`src/inc/uart_alias_pkg.sv`:
```
// Purpose: constants and types of the receive/transmit alias block
// Assumes: 125 MHz clock, 8N1 framing, fixed baud rate
// Notes:   byte addresses on a 32-bit word bus
package uart_alias_pkg;

  // ****************************************
  // timing
  // ****************************************
  localparam int CLK_HZ     = 125_000_000;
  localparam int BAUD_RATE  = 115_200;
  localparam int OVS        = 16;
  localparam int OVS_CYCLES = CLK_HZ / (BAUD_RATE * OVS);
  localparam logic [7:0] OVS_RELOAD = 8'(OVS_CYCLES - 1);
  localparam logic [3:0] TICK_LAST  = 4'(OVS - 1);
  localparam logic [3:0] TICK_HALF  = 4'(OVS / 2 - 1);
  localparam logic [2:0] BIT_LAST   = 3'h7;

  // ****************************************
  // fifo geometry
  // ****************************************
  localparam int DEPTH = 16;
  localparam int PTR_W = 4;
  localparam int CNT_W = 5;
  localparam logic [CNT_W-1:0] CNT_FULL = CNT_W'(DEPTH);
  localparam logic [CNT_W-1:0] CNT_ONE  = 5'h01;

  // ****************************************
  // register map
  // ****************************************
  localparam logic [31:0] ALIAS_BASE = 32'h5000_1030;
  localparam logic [31:0] ALIAS_END  = 32'h5000_1070;
  localparam logic [31:0] ALIAS6     = 32'h5000_1048;
  localparam logic [31:0] ALIAS7     = 32'h5000_104c;
  localparam logic [31:0] CTRL_ADDR  = 32'h5000_1080;
  localparam logic [31:0] STAT_ADDR  = 32'h5000_1084;
  localparam logic [31:0] ISTAT_ADDR = 32'h5000_1088;
  localparam logic [31:0] IEN_ADDR   = 32'h5000_108c;
  localparam logic [31:0] ICLR_ADDR  = 32'h5000_1090;

  localparam int CTRL_FIFO_EN = 0;
  localparam int CTRL_IR_MODE = 1;
  localparam int ST_READY     = 0;
  localparam int ST_OVERRUN   = 1;
  localparam int ST_TX_EMPTY  = 5;
  localparam int INT_W        = 3;
  localparam int INT_RX       = 0;
  localparam int INT_OVR      = 1;
  localparam int INT_TXE      = 2;

  // ****************************************
  // types
  // ****************************************
  typedef struct packed {
    logic [31:0] addr;
    logic [31:0] wdata;
    logic        wr;
    logic        rd;
  } busReq_t;

  typedef enum logic [1:0] {RX_IDLE, RX_START, RX_DATA, RX_STOP} rxState_t;
  typedef enum logic [1:0] {TX_IDLE, TX_START, TX_DATA, TX_STOP} txState_t;

  typedef struct packed {
    logic [DEPTH-1:0][7:0] mem;
    logic [PTR_W-1:0]      head;
    logic [PTR_W-1:0]      tail;
    logic [CNT_W-1:0]      count;
  } fifo_t;

  typedef struct packed {
    logic [1:0]       sync1;
    logic [1:0]       sync2;
    logic [7:0]       ovsCnt;
    logic             fifoEn;
    logic             irMode;
    logic             ovrFlag;
    logic [INT_W-1:0] ist;
    logic [INT_W-1:0] ien;
    fifo_t            rx;
    fifo_t            tx;
    rxState_t         rxSt;
    logic [3:0]       rxTicks;
    logic [2:0]       rxBits;
    logic [7:0]       rxShift;
    txState_t         txSt;
    logic [3:0]       txTicks;
    logic [2:0]       txBits;
    logic [7:0]       txShift;
    logic             txLine;
    logic             serOut;
    logic             irOutN;
    logic             irq;
    logic [31:0]      rdata;
  } state_t;

endpackage

```
`src/design/uart_alias.sv`:
```
// Purpose: receive/transmit alias words of a serial port, with its fifos
// Assumes: one clock, plain strobe register port, 8N1 frames
// Notes:   a change of fifo mode flushes both fifos
// Functional notes
// RULE_01: sixteen consecutive word locations all alias the rx/tx data.
// RULE_02: an alias read gives the serial or infrared received byte in 7:0.
// RULE_03: the byte is meaningful only while data-ready is set.
// RULE_04: without fifos a new byte overwrites an unread one, flags overrun.
// RULE_05: with fifos an alias read returns the receive fifo head.
// RULE_06: a byte at a full receive fifo is dropped, contents kept, overrun.
// RULE_07: an alias write sends a byte, on the low-active infrared line too.
// RULE_08: software writes only while transmit-holding-empty is set.
// RULE_09: without fifos one write clears transmit-holding-empty.
// RULE_10: without fifos further writes overwrite the held byte.
// RULE_11: with fifos up to sixteen writes are taken before full.
// RULE_12: a write to a full transmit fifo is dropped, contents unchanged.
// RULE_13: every alias word pops and pushes the same two fifos.
// RULE_14: bits 15:8 read zero, writes to them ignored, data resets to zero.
//
// The address-and-strobe port was left to the implementer.
`timescale 1ns/1ps

module uart_alias
  import uart_alias_pkg::*;
(
  input  wire logic                  clk,     // 125 MHz clock
  input  wire logic                  rst_n,   // async reset, active low
  input  wire uart_alias_pkg::busReq_t busReq, // register request
  output      logic [31:0]           rdata,   // read data, cycle after rd
  input  wire logic                  serIn,   // serial receive line
  input  wire logic                  irInN,   // infrared receive, active low
  output      logic                  serOut,  // serial transmit line
  output      logic                  irOutN,  // infrared transmit, active low
  output      logic                  irq      // level interrupt
);
  import uart_alias_pkg::*;

  state_t s;
  state_t next_s;

  logic       tick;
  logic       rxLine;
  logic       isAlias;
  logic       aliasRd;
  logic       aliasWr;
  logic       rxPush;
  logic       txPop;
  logic       rxOvr;
  logic       rxFull;
  logic       statusRd;
  logic [7:0] rxHeadByte;
  logic [7:0] txHeadByte;
  logic [7:0] wrByte;
  logic [INT_W-1:0] events;
  logic [INT_W-1:0] clrBits;

  // ****************************************
  // fifo step, shared by both directions
  // ****************************************
  // without fifos the capacity is one and a push onto a held entry
  // overwrites it; with fifos a push onto a full fifo is dropped
  function automatic fifo_t fifoStep(input fifo_t f, input logic en,
                                     input logic push, input logic [7:0] d,
                                     input logic pop);
    fifo_t n;
    logic  full;
    logic  popping;
    n       = f;
    full    = f.count >= (en ? CNT_FULL : CNT_ONE);
    popping = pop && (f.count != '0);
    if (popping) begin
      n.head  = f.head + 1'b1;
      n.count = f.count - 1'b1;
    end
    if (push) begin
      if (!full || popping) begin
        n.mem[f.tail] = d;
        n.tail        = f.tail + 1'b1;
        n.count       = n.count + 1'b1;
      end else if (!en) begin
        n.mem[f.head] = d;
      end
    end
    return n;
  endfunction

  assign rxHeadByte = s.rx.mem[s.rx.head];
  assign txHeadByte = s.tx.mem[s.tx.head];
  assign wrByte     = busReq.wdata[7:0];

  always_comb begin
    next_s = s;

    // ****************************************
    // input synchronisers and oversample divider
    // ****************************************
    next_s.sync1 = {serIn, irInN};
    next_s.sync2 = s.sync1;
    tick          = (s.ovsCnt == '0);
    next_s.ovsCnt = tick ? OVS_RELOAD : s.ovsCnt - 1'b1;
    // infrared pulses are low for a zero bit, so the level maps directly
    rxLine = s.irMode ? s.sync2[0] : s.sync2[1]; // RULE_02

    // ****************************************
    // register decode
    // ****************************************
    isAlias = (busReq.addr >= ALIAS_BASE) && (busReq.addr < ALIAS_END)
              && (busReq.addr[1:0] == 2'b00); // RULE_01
    aliasRd = busReq.rd && isAlias; // RULE_13
    aliasWr = busReq.wr && isAlias; // RULE_13
    statusRd = busReq.rd && (busReq.addr == STAT_ADDR);
    clrBits = '0;
    next_s.rdata = '0;
    if (busReq.rd) begin
      if (isAlias) begin
        next_s.rdata = {24'h0, rxHeadByte}; // RULE_05 RULE_14
      end else begin
        case (busReq.addr)
          CTRL_ADDR: begin
            next_s.rdata[CTRL_FIFO_EN] = s.fifoEn;
            next_s.rdata[CTRL_IR_MODE] = s.irMode;
          end
          STAT_ADDR: begin
            next_s.rdata[ST_READY]    = (s.rx.count != '0); // RULE_03
            next_s.rdata[ST_OVERRUN]  = s.ovrFlag;
            next_s.rdata[ST_TX_EMPTY] = (s.tx.count == '0);
          end
          ISTAT_ADDR: next_s.rdata[INT_W-1:0] = s.ist;
          IEN_ADDR:   next_s.rdata[INT_W-1:0] = s.ien;
          default:    next_s.rdata = '0;
        endcase
      end
    end
    if (busReq.wr) begin
      case (busReq.addr)
        CTRL_ADDR: begin
          next_s.fifoEn = busReq.wdata[CTRL_FIFO_EN];
          next_s.irMode = busReq.wdata[CTRL_IR_MODE];
        end
        IEN_ADDR:  next_s.ien = busReq.wdata[INT_W-1:0];
        ICLR_ADDR: clrBits    = busReq.wdata[INT_W-1:0];
        default:   clrBits    = '0;
      endcase
    end

    // ****************************************
    // receiver
    // ****************************************
    rxPush = 1'b0;
    case (s.rxSt)
      RX_IDLE: begin
        if (tick && !rxLine) begin
          next_s.rxSt    = RX_START;
          next_s.rxTicks = '0;
        end
      end
      RX_START: begin
        if (tick) begin
          next_s.rxTicks = s.rxTicks + 1'b1;
          if (s.rxTicks == TICK_HALF) begin
            // a glitch shorter than half a bit is not a start bit
            next_s.rxSt    = rxLine ? RX_IDLE : RX_DATA;
            next_s.rxTicks = '0;
            next_s.rxBits  = '0;
          end
        end
      end
      RX_DATA: begin
        if (tick) begin
          next_s.rxTicks = s.rxTicks + 1'b1;
          if (s.rxTicks == TICK_LAST) begin
            next_s.rxShift = {rxLine, s.rxShift[7:1]};
            next_s.rxBits  = s.rxBits + 1'b1;
            if (s.rxBits == BIT_LAST) begin
              next_s.rxSt = RX_STOP;
            end
          end
        end
      end
      RX_STOP: begin
        if (tick) begin
          next_s.rxTicks = s.rxTicks + 1'b1;
          // framing is not checked; the byte is kept either way
          if (s.rxTicks == TICK_LAST) begin
            rxPush      = 1'b1;
            next_s.rxSt = RX_IDLE;
          end
        end
      end
      default: next_s.rxSt = RX_IDLE;
    endcase

    rxFull = s.rx.count >= (s.fifoEn ? CNT_FULL : CNT_ONE);
    rxOvr  = rxPush && rxFull && !(aliasRd && s.rx.count != '0); // RULE_04
    next_s.rx = fifoStep(s.rx, s.fifoEn, rxPush, s.rxShift,
                         aliasRd); // RULE_04 RULE_05 RULE_06

    // ****************************************
    // transmitter
    // ****************************************
    txPop = 1'b0;
    case (s.txSt)
      TX_IDLE: begin
        if (tick && s.tx.count != '0) begin
          txPop          = 1'b1;
          next_s.txShift = txHeadByte;
          next_s.txLine  = 1'b0;
          next_s.txTicks = '0;
          next_s.txSt    = TX_START;
        end
      end
      TX_START: begin
        if (tick) begin
          next_s.txTicks = s.txTicks + 1'b1;
          if (s.txTicks == TICK_LAST) begin
            next_s.txLine = s.txShift[0];
            next_s.txBits = '0;
            next_s.txSt   = TX_DATA;
          end
        end
      end
      TX_DATA: begin
        if (tick) begin
          next_s.txTicks = s.txTicks + 1'b1;
          if (s.txTicks == TICK_LAST) begin
            next_s.txShift = {1'b0, s.txShift[7:1]};
            next_s.txLine  = s.txShift[1];
            next_s.txBits  = s.txBits + 1'b1;
            if (s.txBits == BIT_LAST) begin
              next_s.txLine = 1'b1;
              next_s.txSt   = TX_STOP;
            end
          end
        end
      end
      TX_STOP: begin
        if (tick) begin
          next_s.txTicks = s.txTicks + 1'b1;
          if (s.txTicks == TICK_LAST) begin
            next_s.txSt = TX_IDLE;
          end
        end
      end
      default: next_s.txSt = TX_IDLE;
    endcase

    // writes are taken whatever the empty flag shows
    next_s.tx = fifoStep(s.tx, s.fifoEn, aliasWr, wrByte,
                         txPop); // RULE_09 RULE_10 RULE_11 RULE_12

    // changing fifo mode flushes both directions
    if (next_s.fifoEn != s.fifoEn) begin
      next_s.rx.head  = '0;
      next_s.rx.tail  = '0;
      next_s.rx.count = '0;
      next_s.tx.head  = '0;
      next_s.tx.tail  = '0;
      next_s.tx.count = '0;
    end

    next_s.serOut = s.irMode ? 1'b1 : next_s.txLine;
    next_s.irOutN = s.irMode ? next_s.txLine : 1'b1; // RULE_07

    // ****************************************
    // line status and interrupts
    // ****************************************
    // a new overrun in the cycle of the status read is kept
    next_s.ovrFlag = (s.ovrFlag && !statusRd) || rxOvr; // RULE_04 RULE_06
    events[INT_RX]  = rxPush && !rxOvr;
    events[INT_OVR] = rxOvr;
    events[INT_TXE] = txPop && (s.tx.count == CNT_ONE) && !aliasWr;
    next_s.ist = (s.ist & ~clrBits) | events;
    next_s.irq = |(next_s.ist & next_s.ien);
  end

  always_ff @(posedge clk or negedge rst_n) begin
    if (!rst_n) begin
      s        <= '0;
      s.sync1  <= 2'b11;
      s.sync2  <= 2'b11;
      s.txLine <= 1'b1;
      s.serOut <= 1'b1;
      s.irOutN <= 1'b1;
    end else begin
      s <= next_s;
    end
  end

  assign rdata  = s.rdata;
  assign serOut = s.serOut;
  assign irOutN = s.irOutN;
  assign irq    = s.irq;
endmodule

```
`config.mk`:
```
export PLATFORM = sky130hd
export DESIGN_NAME = uart_alias
export DESIGN_NICKNAME = d
export VERILOG_FILES = /design/src/inc/uart_alias_pkg.sv /design/src/design/uart_alias.sv
export SDC_FILE = /design/constraint.sdc
export NUM_CORES = 1
export LEC_CHECK = 0
export BUFFER_PORTS_ARGS = -buffer_cell sky130_fd_sc_hd__buf_2
export CORE_ASPECT_RATIO = 1.2
export CORE_MARGIN = 3
export CORE_UTILIZATION = 50
export CTS_CLUSTER_DIAMETER = 40
export DETAILED_ROUTE_END_ITERATION = 8
export PLACE_DENSITY = 0.68
export SKIP_LAST_GASP = 1
export SYNTH_ARGS = -nofsm -noshare
export SYNTH_HDL_FRONTEND = slang
export SYNTH_SLANG_ARGS = --single-unit
```
`constraint.sdc`:
```
create_clock -name clk -period 8.2 [get_ports clk]
set_input_delay 0.41 -clock clk [delete_from_list [all_inputs] [get_ports clk]]
set_output_delay 0.41 -clock clk [all_outputs]
set_load 0.01 [all_outputs]
```
# Word level (Yosys, flattened, before mapping)
# Index checks and enable logic that the tools add are counted.
word_totals:
  ff_bits: 373
  inputBits: 70
  output_inout_bits: 35
  word_cells: 264
op_classes:
  addsub: 13
  order_cmp: 12
  n_eq_ne: 36
  n_mux: 81
  bitwise: 4
  reduce_logical: 59
ops:
  columns: ["op", "n"]
  rows:
  - ["128-bit bitwise mux", 4]
  - ["128-bit 2-to-1 mux", 4]
  - ["32-bit by 31-bit == test with 1-bit output, second input constant", 5]
  - ["8-bit demux with 4-bit select", 4]
  - ["9-bit 2-to-1 mux", 8]
  - ["8-bit binary-select mux with 4-bit select", 2]
  - ["8-bit 2-to-1 mux", 8]
  - ["6-bit one-hot mux with 4 select lines", 2]
  - ["32-bit by 31-bit >= comparator with 1-bit output, second input constant", 1]
  - ["32-bit by 31-bit less-than comparator with 1-bit output, second input constant", 1]
  - ["32-bit 2-to-1 mux", 1]
  - ["2-bit inequality test, second input constant", 16]
  - ["13-bit 2-to-1 mux", 2]
  - ["4-bit by 1-bit adder with 4-bit output, second input constant", 6]
  - ["6-bit 2-to-1 mux", 4]
  - ["4-bit by 5-bit less-than comparator with 1-bit output, second input constant", 4]
  - ["2-bit 2-to-1 mux", 10]
  - ["1-bit logical AND", 19]
  - ["18-bit 2-to-1 mux", 1]
  - ["2-bit nonzero test", 9]
  - ["17-bit 2-to-1 mux", 1]
  - ["4-bit by 1-bit >= comparator with 1-bit output, second input constant", 4]
  - ["8-bit one-hot mux with 2 select lines", 1]
  - ["8-bit AND reduction", 2]
  - ["37 further kinds", 86]

# Logic depth before layout (Yosys ltp)
logic_depth:
  ltp_word: 12
  depth_mapped: 13
  mapped_depth_nobuf: 12

# Least setup slack after synthesis
# No wires, ideal clock.
synth_timing:
  path_kind: "register to register"
  from: "register s[211] (netlist name)"
  to: "register s[313] (netlist name)"
  setup_time_ns: 0.125
  t_arrival_ns: 2.688
  t_required_ns: 8.075
  slack_ns: 5.387
  path_stages_with_launch: 12
  n_path_buf: 2
  period_less_slack_ns: 2.813
  cell_sequence: "dfrtp_1 > inv_1 > ha_1 > or4b_1 > and2_1 > and4_4 > nor2_2 > clkbuf_1 > buf_2 > nor2_1 > o21ai_4 > mux2_2"
synth_via:
  elab_chain_cells: 5
  word_cells_on_any_way: 8
  classes_between: "order compare: 1; eq/ne: 1; mux: 1; reduce/logical: 5"
synth_lines:
  columns: ["element", "line", "source"]
  rows:
  - ["start, declared", "uart_alias.sv:38", "state_t s;"]
  - ["start signal, assigned", "uart_alias.sv:285", "s <= next_s;"]
  - ["5-bit >= comparator or 5-bit nonzero test (tied branches)", "uart_alias.sv:69, uart_alias.sv:70", null]
  - ["1-bit zero test or 1-bit logical AND (tied branches)", "uart_alias.sv:76, uart_alias.sv:70", null]
  - ["1-bit logical OR *", "uart_alias.sv:76", "if (!full || popping) begin"]
  - ["2-bit by 1-bit inequality test with 1-bit output (no line)", null, null]
  - ["2-bit AND reduction (no line)", null, null]
# Mark *: on every way between the ends. The rest lies on a longest branch, timed or not.
# A chain may end at the register's enable or synchronous reset.

# Worst setup path after layout
layout_timing:
  from: "register s[360] (netlist name)"
  to: "register s[106] (netlist name)"
layout_via:
  elab_chain_cells: 6
  word_cells_on_any_way: 7
  classes_between: "order compare: 1; eq/ne: 1; mux: 2; reduce/logical: 3"
layout_lines:
  columns: ["element", "line", "source"]
  rows:
  - ["5-bit 2-to-1 mux", "uart_alias.sv:69", "full = f.count >= (en ? CNT_FULL : CNT_ONE);"]
  - ["5-bit >= comparator", "uart_alias.sv:69", null]
  - ["1-bit zero test", "uart_alias.sv:76", null]
  - ["1-bit logical OR", "uart_alias.sv:76", null]
  - ["2-bit by 1-bit inequality test with 1-bit output (no line)", null, null]
  - ["2-bit AND reduction (no line)", null, null]
# Parallel ways exist; a longest one is shown, timed or not.

==> results_dict.tcl <==
set metrics [dict create \
    h-tree-depth 2 \
    synth_top_cell_area_share 0.493 \
    path_clk_slew_ps 60 \
    fillerInstances 2785 \
    crit_path_start_kind "flip-flop" \
    required_ps 8630 \
    dr_wl_met2_um 18700 \
    dp.final_hpwl_um 23700 \
    finalHoldViolations 0 \
    fin_crit_sh 0.479 \
    whs_ps 269 \
    layoutNonFillerInstCount 1844 \
    drtIter0Drc 745 \
    fin_nets 1453 \
    synth_area_leaders "dfrtp_1 (49%), mux2_2 (12%), mux4_2 (11%)" \
    ant_nets 0 \
    clockBufferDepth 3 \
    worst_pin_slew_ps 1150 \
    cts_buffers 45 \
    clock_latency_ps 560 \
    layout_min_cycle_time_ps 3930 \
    seqPwrFrac 0.455 \
    drive_above_1_share 0.330 \
    synth_area_leader_cell "dfrtp_1" \
    cp.arrival_ps 4360 \
    routed-wl-met3_um 1150 \
    cts.sinks 349 \
    avgSynthCellArea_um2 13.2 \
    maxSlewViolCount 0 \
    routabilityCongestion 0.798 \
    skew_ps 22.2 \
    grt_max_degree 159 \
    setup_violations 0 \
    fmax_ghz 0.255 \
    antenna_found_initial 2 \
    power.leakage_nw 9.15 \
    cts.repair.resized 0 \
    crit_type "reg2reg" \
    p_comb_frac 0.018 \
    switching_share 0.222 \
    post-route-drc-count 0 \
    chipHeight_um 210 \
    top_layer "met4" \
    yosysMostFrequentCell "dfrtp_1" \
    hold_path.class "in2reg" \
    power_density_nw_per_um2 195 \
    ys_top_cells_by_count "dfrtp_1 (342), mux2_2 (180), nand2_1 (91)" \
    die_area_um2 37000 \
    status "finished, final reports clean" \
    grt_pass1_vias 10900 \
    tritoncts "built" \
    synth_seq_cells 349 \
    core_area_um2 34200 \
    p_int_mw 2.95 \
    drt-pass1-iter-count 5 \
    yosysSeqAreaShare 0.504 \
    crit_path_end_kind "flip-flop" \
    ys_types 65 \
    grt_usage 0.203 \
    setup_ws_ps 4270 \
    floorplan.initialDensity 0.508 \
    yosysWarningCount 0 \
    num_rows 74 \
    dominantRegCellSynth "dfrtp_1" \
    post-route-util 0.570 \
    die_x_um 176 \
    clkPwrFrac 0.527 \
    overflow 0 \
    grt_pass1_wl_um 59800 \
    syn-cell-area_um2 17400 \
    hold_depth 4 \
    switching_power_uw 841 \
    port_buffers 56 \
    via_count 10600 \
    place_inst 1757 \
    ir_worst_vdd_mv 0.182 \
    drt_wl_total_um 36600 \
    syn_to_final_growth_pct 12.2 \
    wl_met1_um 15800 \
    cts_root_buffer "clkbuf_16" \
    avgViaCountPerCell 5.73 \
    boundaryPins 105 \
    cp_max_fo 32 \
    routedWlPerCell_um 19.9 \
    pre_cts_ws_ps 4380 \
    setup_tns_ps 0 \
    max_slew_margin 0.223 \
    async_flop_share 1.00 \
    rsz0062_at_grt "no" \
    r2r_cells 8 \
    synth_cells 1311 \
    synth_edf_count 0 \
    cap_violations 0 \
]
==> stage by stage <==
step | power (mW) | area [um^2]
finish | 3.79 | 19500
global route | 3.92 | 19500
CTS | 3.84 | 19500
detailed placement | 1.83 | 17900
global placement | 1.83 | 17900
floorplan | 1.78 | 17400
==> per-layer routing <==
metal	GRT usage	vias up
met3	0.0283	72
li1	-	4828
met2	0.349	168
met1	0.265	5495
met4	0.0702	0
met5	0	-
==> registers in the layout, indices dropped and copies added, names as in the netlist <==
register	count
irOutN	1
s	336
irq	1
rdata	8
serOut	1
next_s	2
==> power groups by stage <==
stage | Clock (mW) | Sequential [mW] | Combinational, mW
after floorplan | 0 | 1.76 | 0.0252
after global placement | 0 | 1.76 | 0.0697
after detailed placement | 0 | 1.76 | 0.0709
after CTS | 2.04 | 1.72 | 0.0723
after global routing | 2.11 | 1.72 | 0.0807
final | 2.00 | 1.72 | 0.0698
==> final timing paths <==
check	from	endpoint	slack, ps
setup / recovery	s[360]	s[106]	4270
hold / removal	busReq[36]	s[358]	270
setup reg to reg	s[360]	s[106]	4270
hold reg to reg	next_s[369]	s[369]	350
max in group asynchronous	rst_n	s[234]	6110
min in group asynchronous	rst_n	s[364]	500
==> layout by cell type (no fill, tap or decap), types with 10 or more instances in the layout <==
| master | synthesis | layout |
|---|---|---|
| inv_1 | 23 | 23 |
| nand2_1 | 91 | 91 |
| and3_1 | 14 | 14 |
| nand4_1 | 16 | 16 |
| a21oi_1 | 11 | 11 |
| xor2_1 | 13 | 13 |
| o21ai_0 | 25 | 25 |
| xnor2_1 | 17 | 17 |
| mux2_2 | 180 | 180 |
| mux4_2 | 82 | 82 |
| nor4_1 | 10 | 10 |
| clkbuf_16 | 0 | 47 |
| dfrtp_1 | 342 | 340 |
| nor2b_1 | 13 | 13 |
| nand2_2 | 10 | 10 |
| nor2_1 | 64 | 64 |
| nand3_1 | 38 | 38 |
| nor3_1 | 13 | 13 |
| ha_1 | 32 | 32 |
| conb_1 | 1 | 24 |
| buf_2 | 3 | 55 |
| a21oi_2 | 10 | 10 |
| mux2_1 | 90 | 90 |
==> cell type report <==
cell class | instances | area (um^2) | share of cell area
repair buffers | 69 | 408 | 0.0209
clock buffers | 59 | 1270 | 0.0653
multi-input cells | 863 | 8110 | 0.416
flip-flops and latches | 349 | 8740 | 0.449
diodes | 2 | 5.00 | 0.000257
clock inverters | 23 | 278 | 0.0143
inverters | 23 | 86.3 | 0.00443
well taps | 456 | 571 | 0.0293
==> cell families after synthesis <==
kind of cell	count (synthesis)	synth area share
AOI/OAI and AO/OA	110	0.0482
xor gates and xnor gates	30	0.0151
adders and majority gates	32	0.0231
buffers and inverters	122	0.0340
DFF	349	0.504
muxes	358	0.285
other	1	0.000216
and+or+nand+nor	309	0.0904
==> repair_timing <==
item / 4_1_cts / 5_1_grt
endpoints found under the hold margin: 59 / 0
setup buffers: 0 / 0
hold buffers: 3 / 0
==> worst max-delay path, cell delays in order, from the launching register on <==
cell and delay [ps]:
dfrtp_1 520, inv_1 200, ha_1 310, nor4_1 270
a21boi_0 170, o21ai_2 850, o211ai_1 420, a21oi_2 650
mux2_2 420
Power figures use the tool's default switching activity.
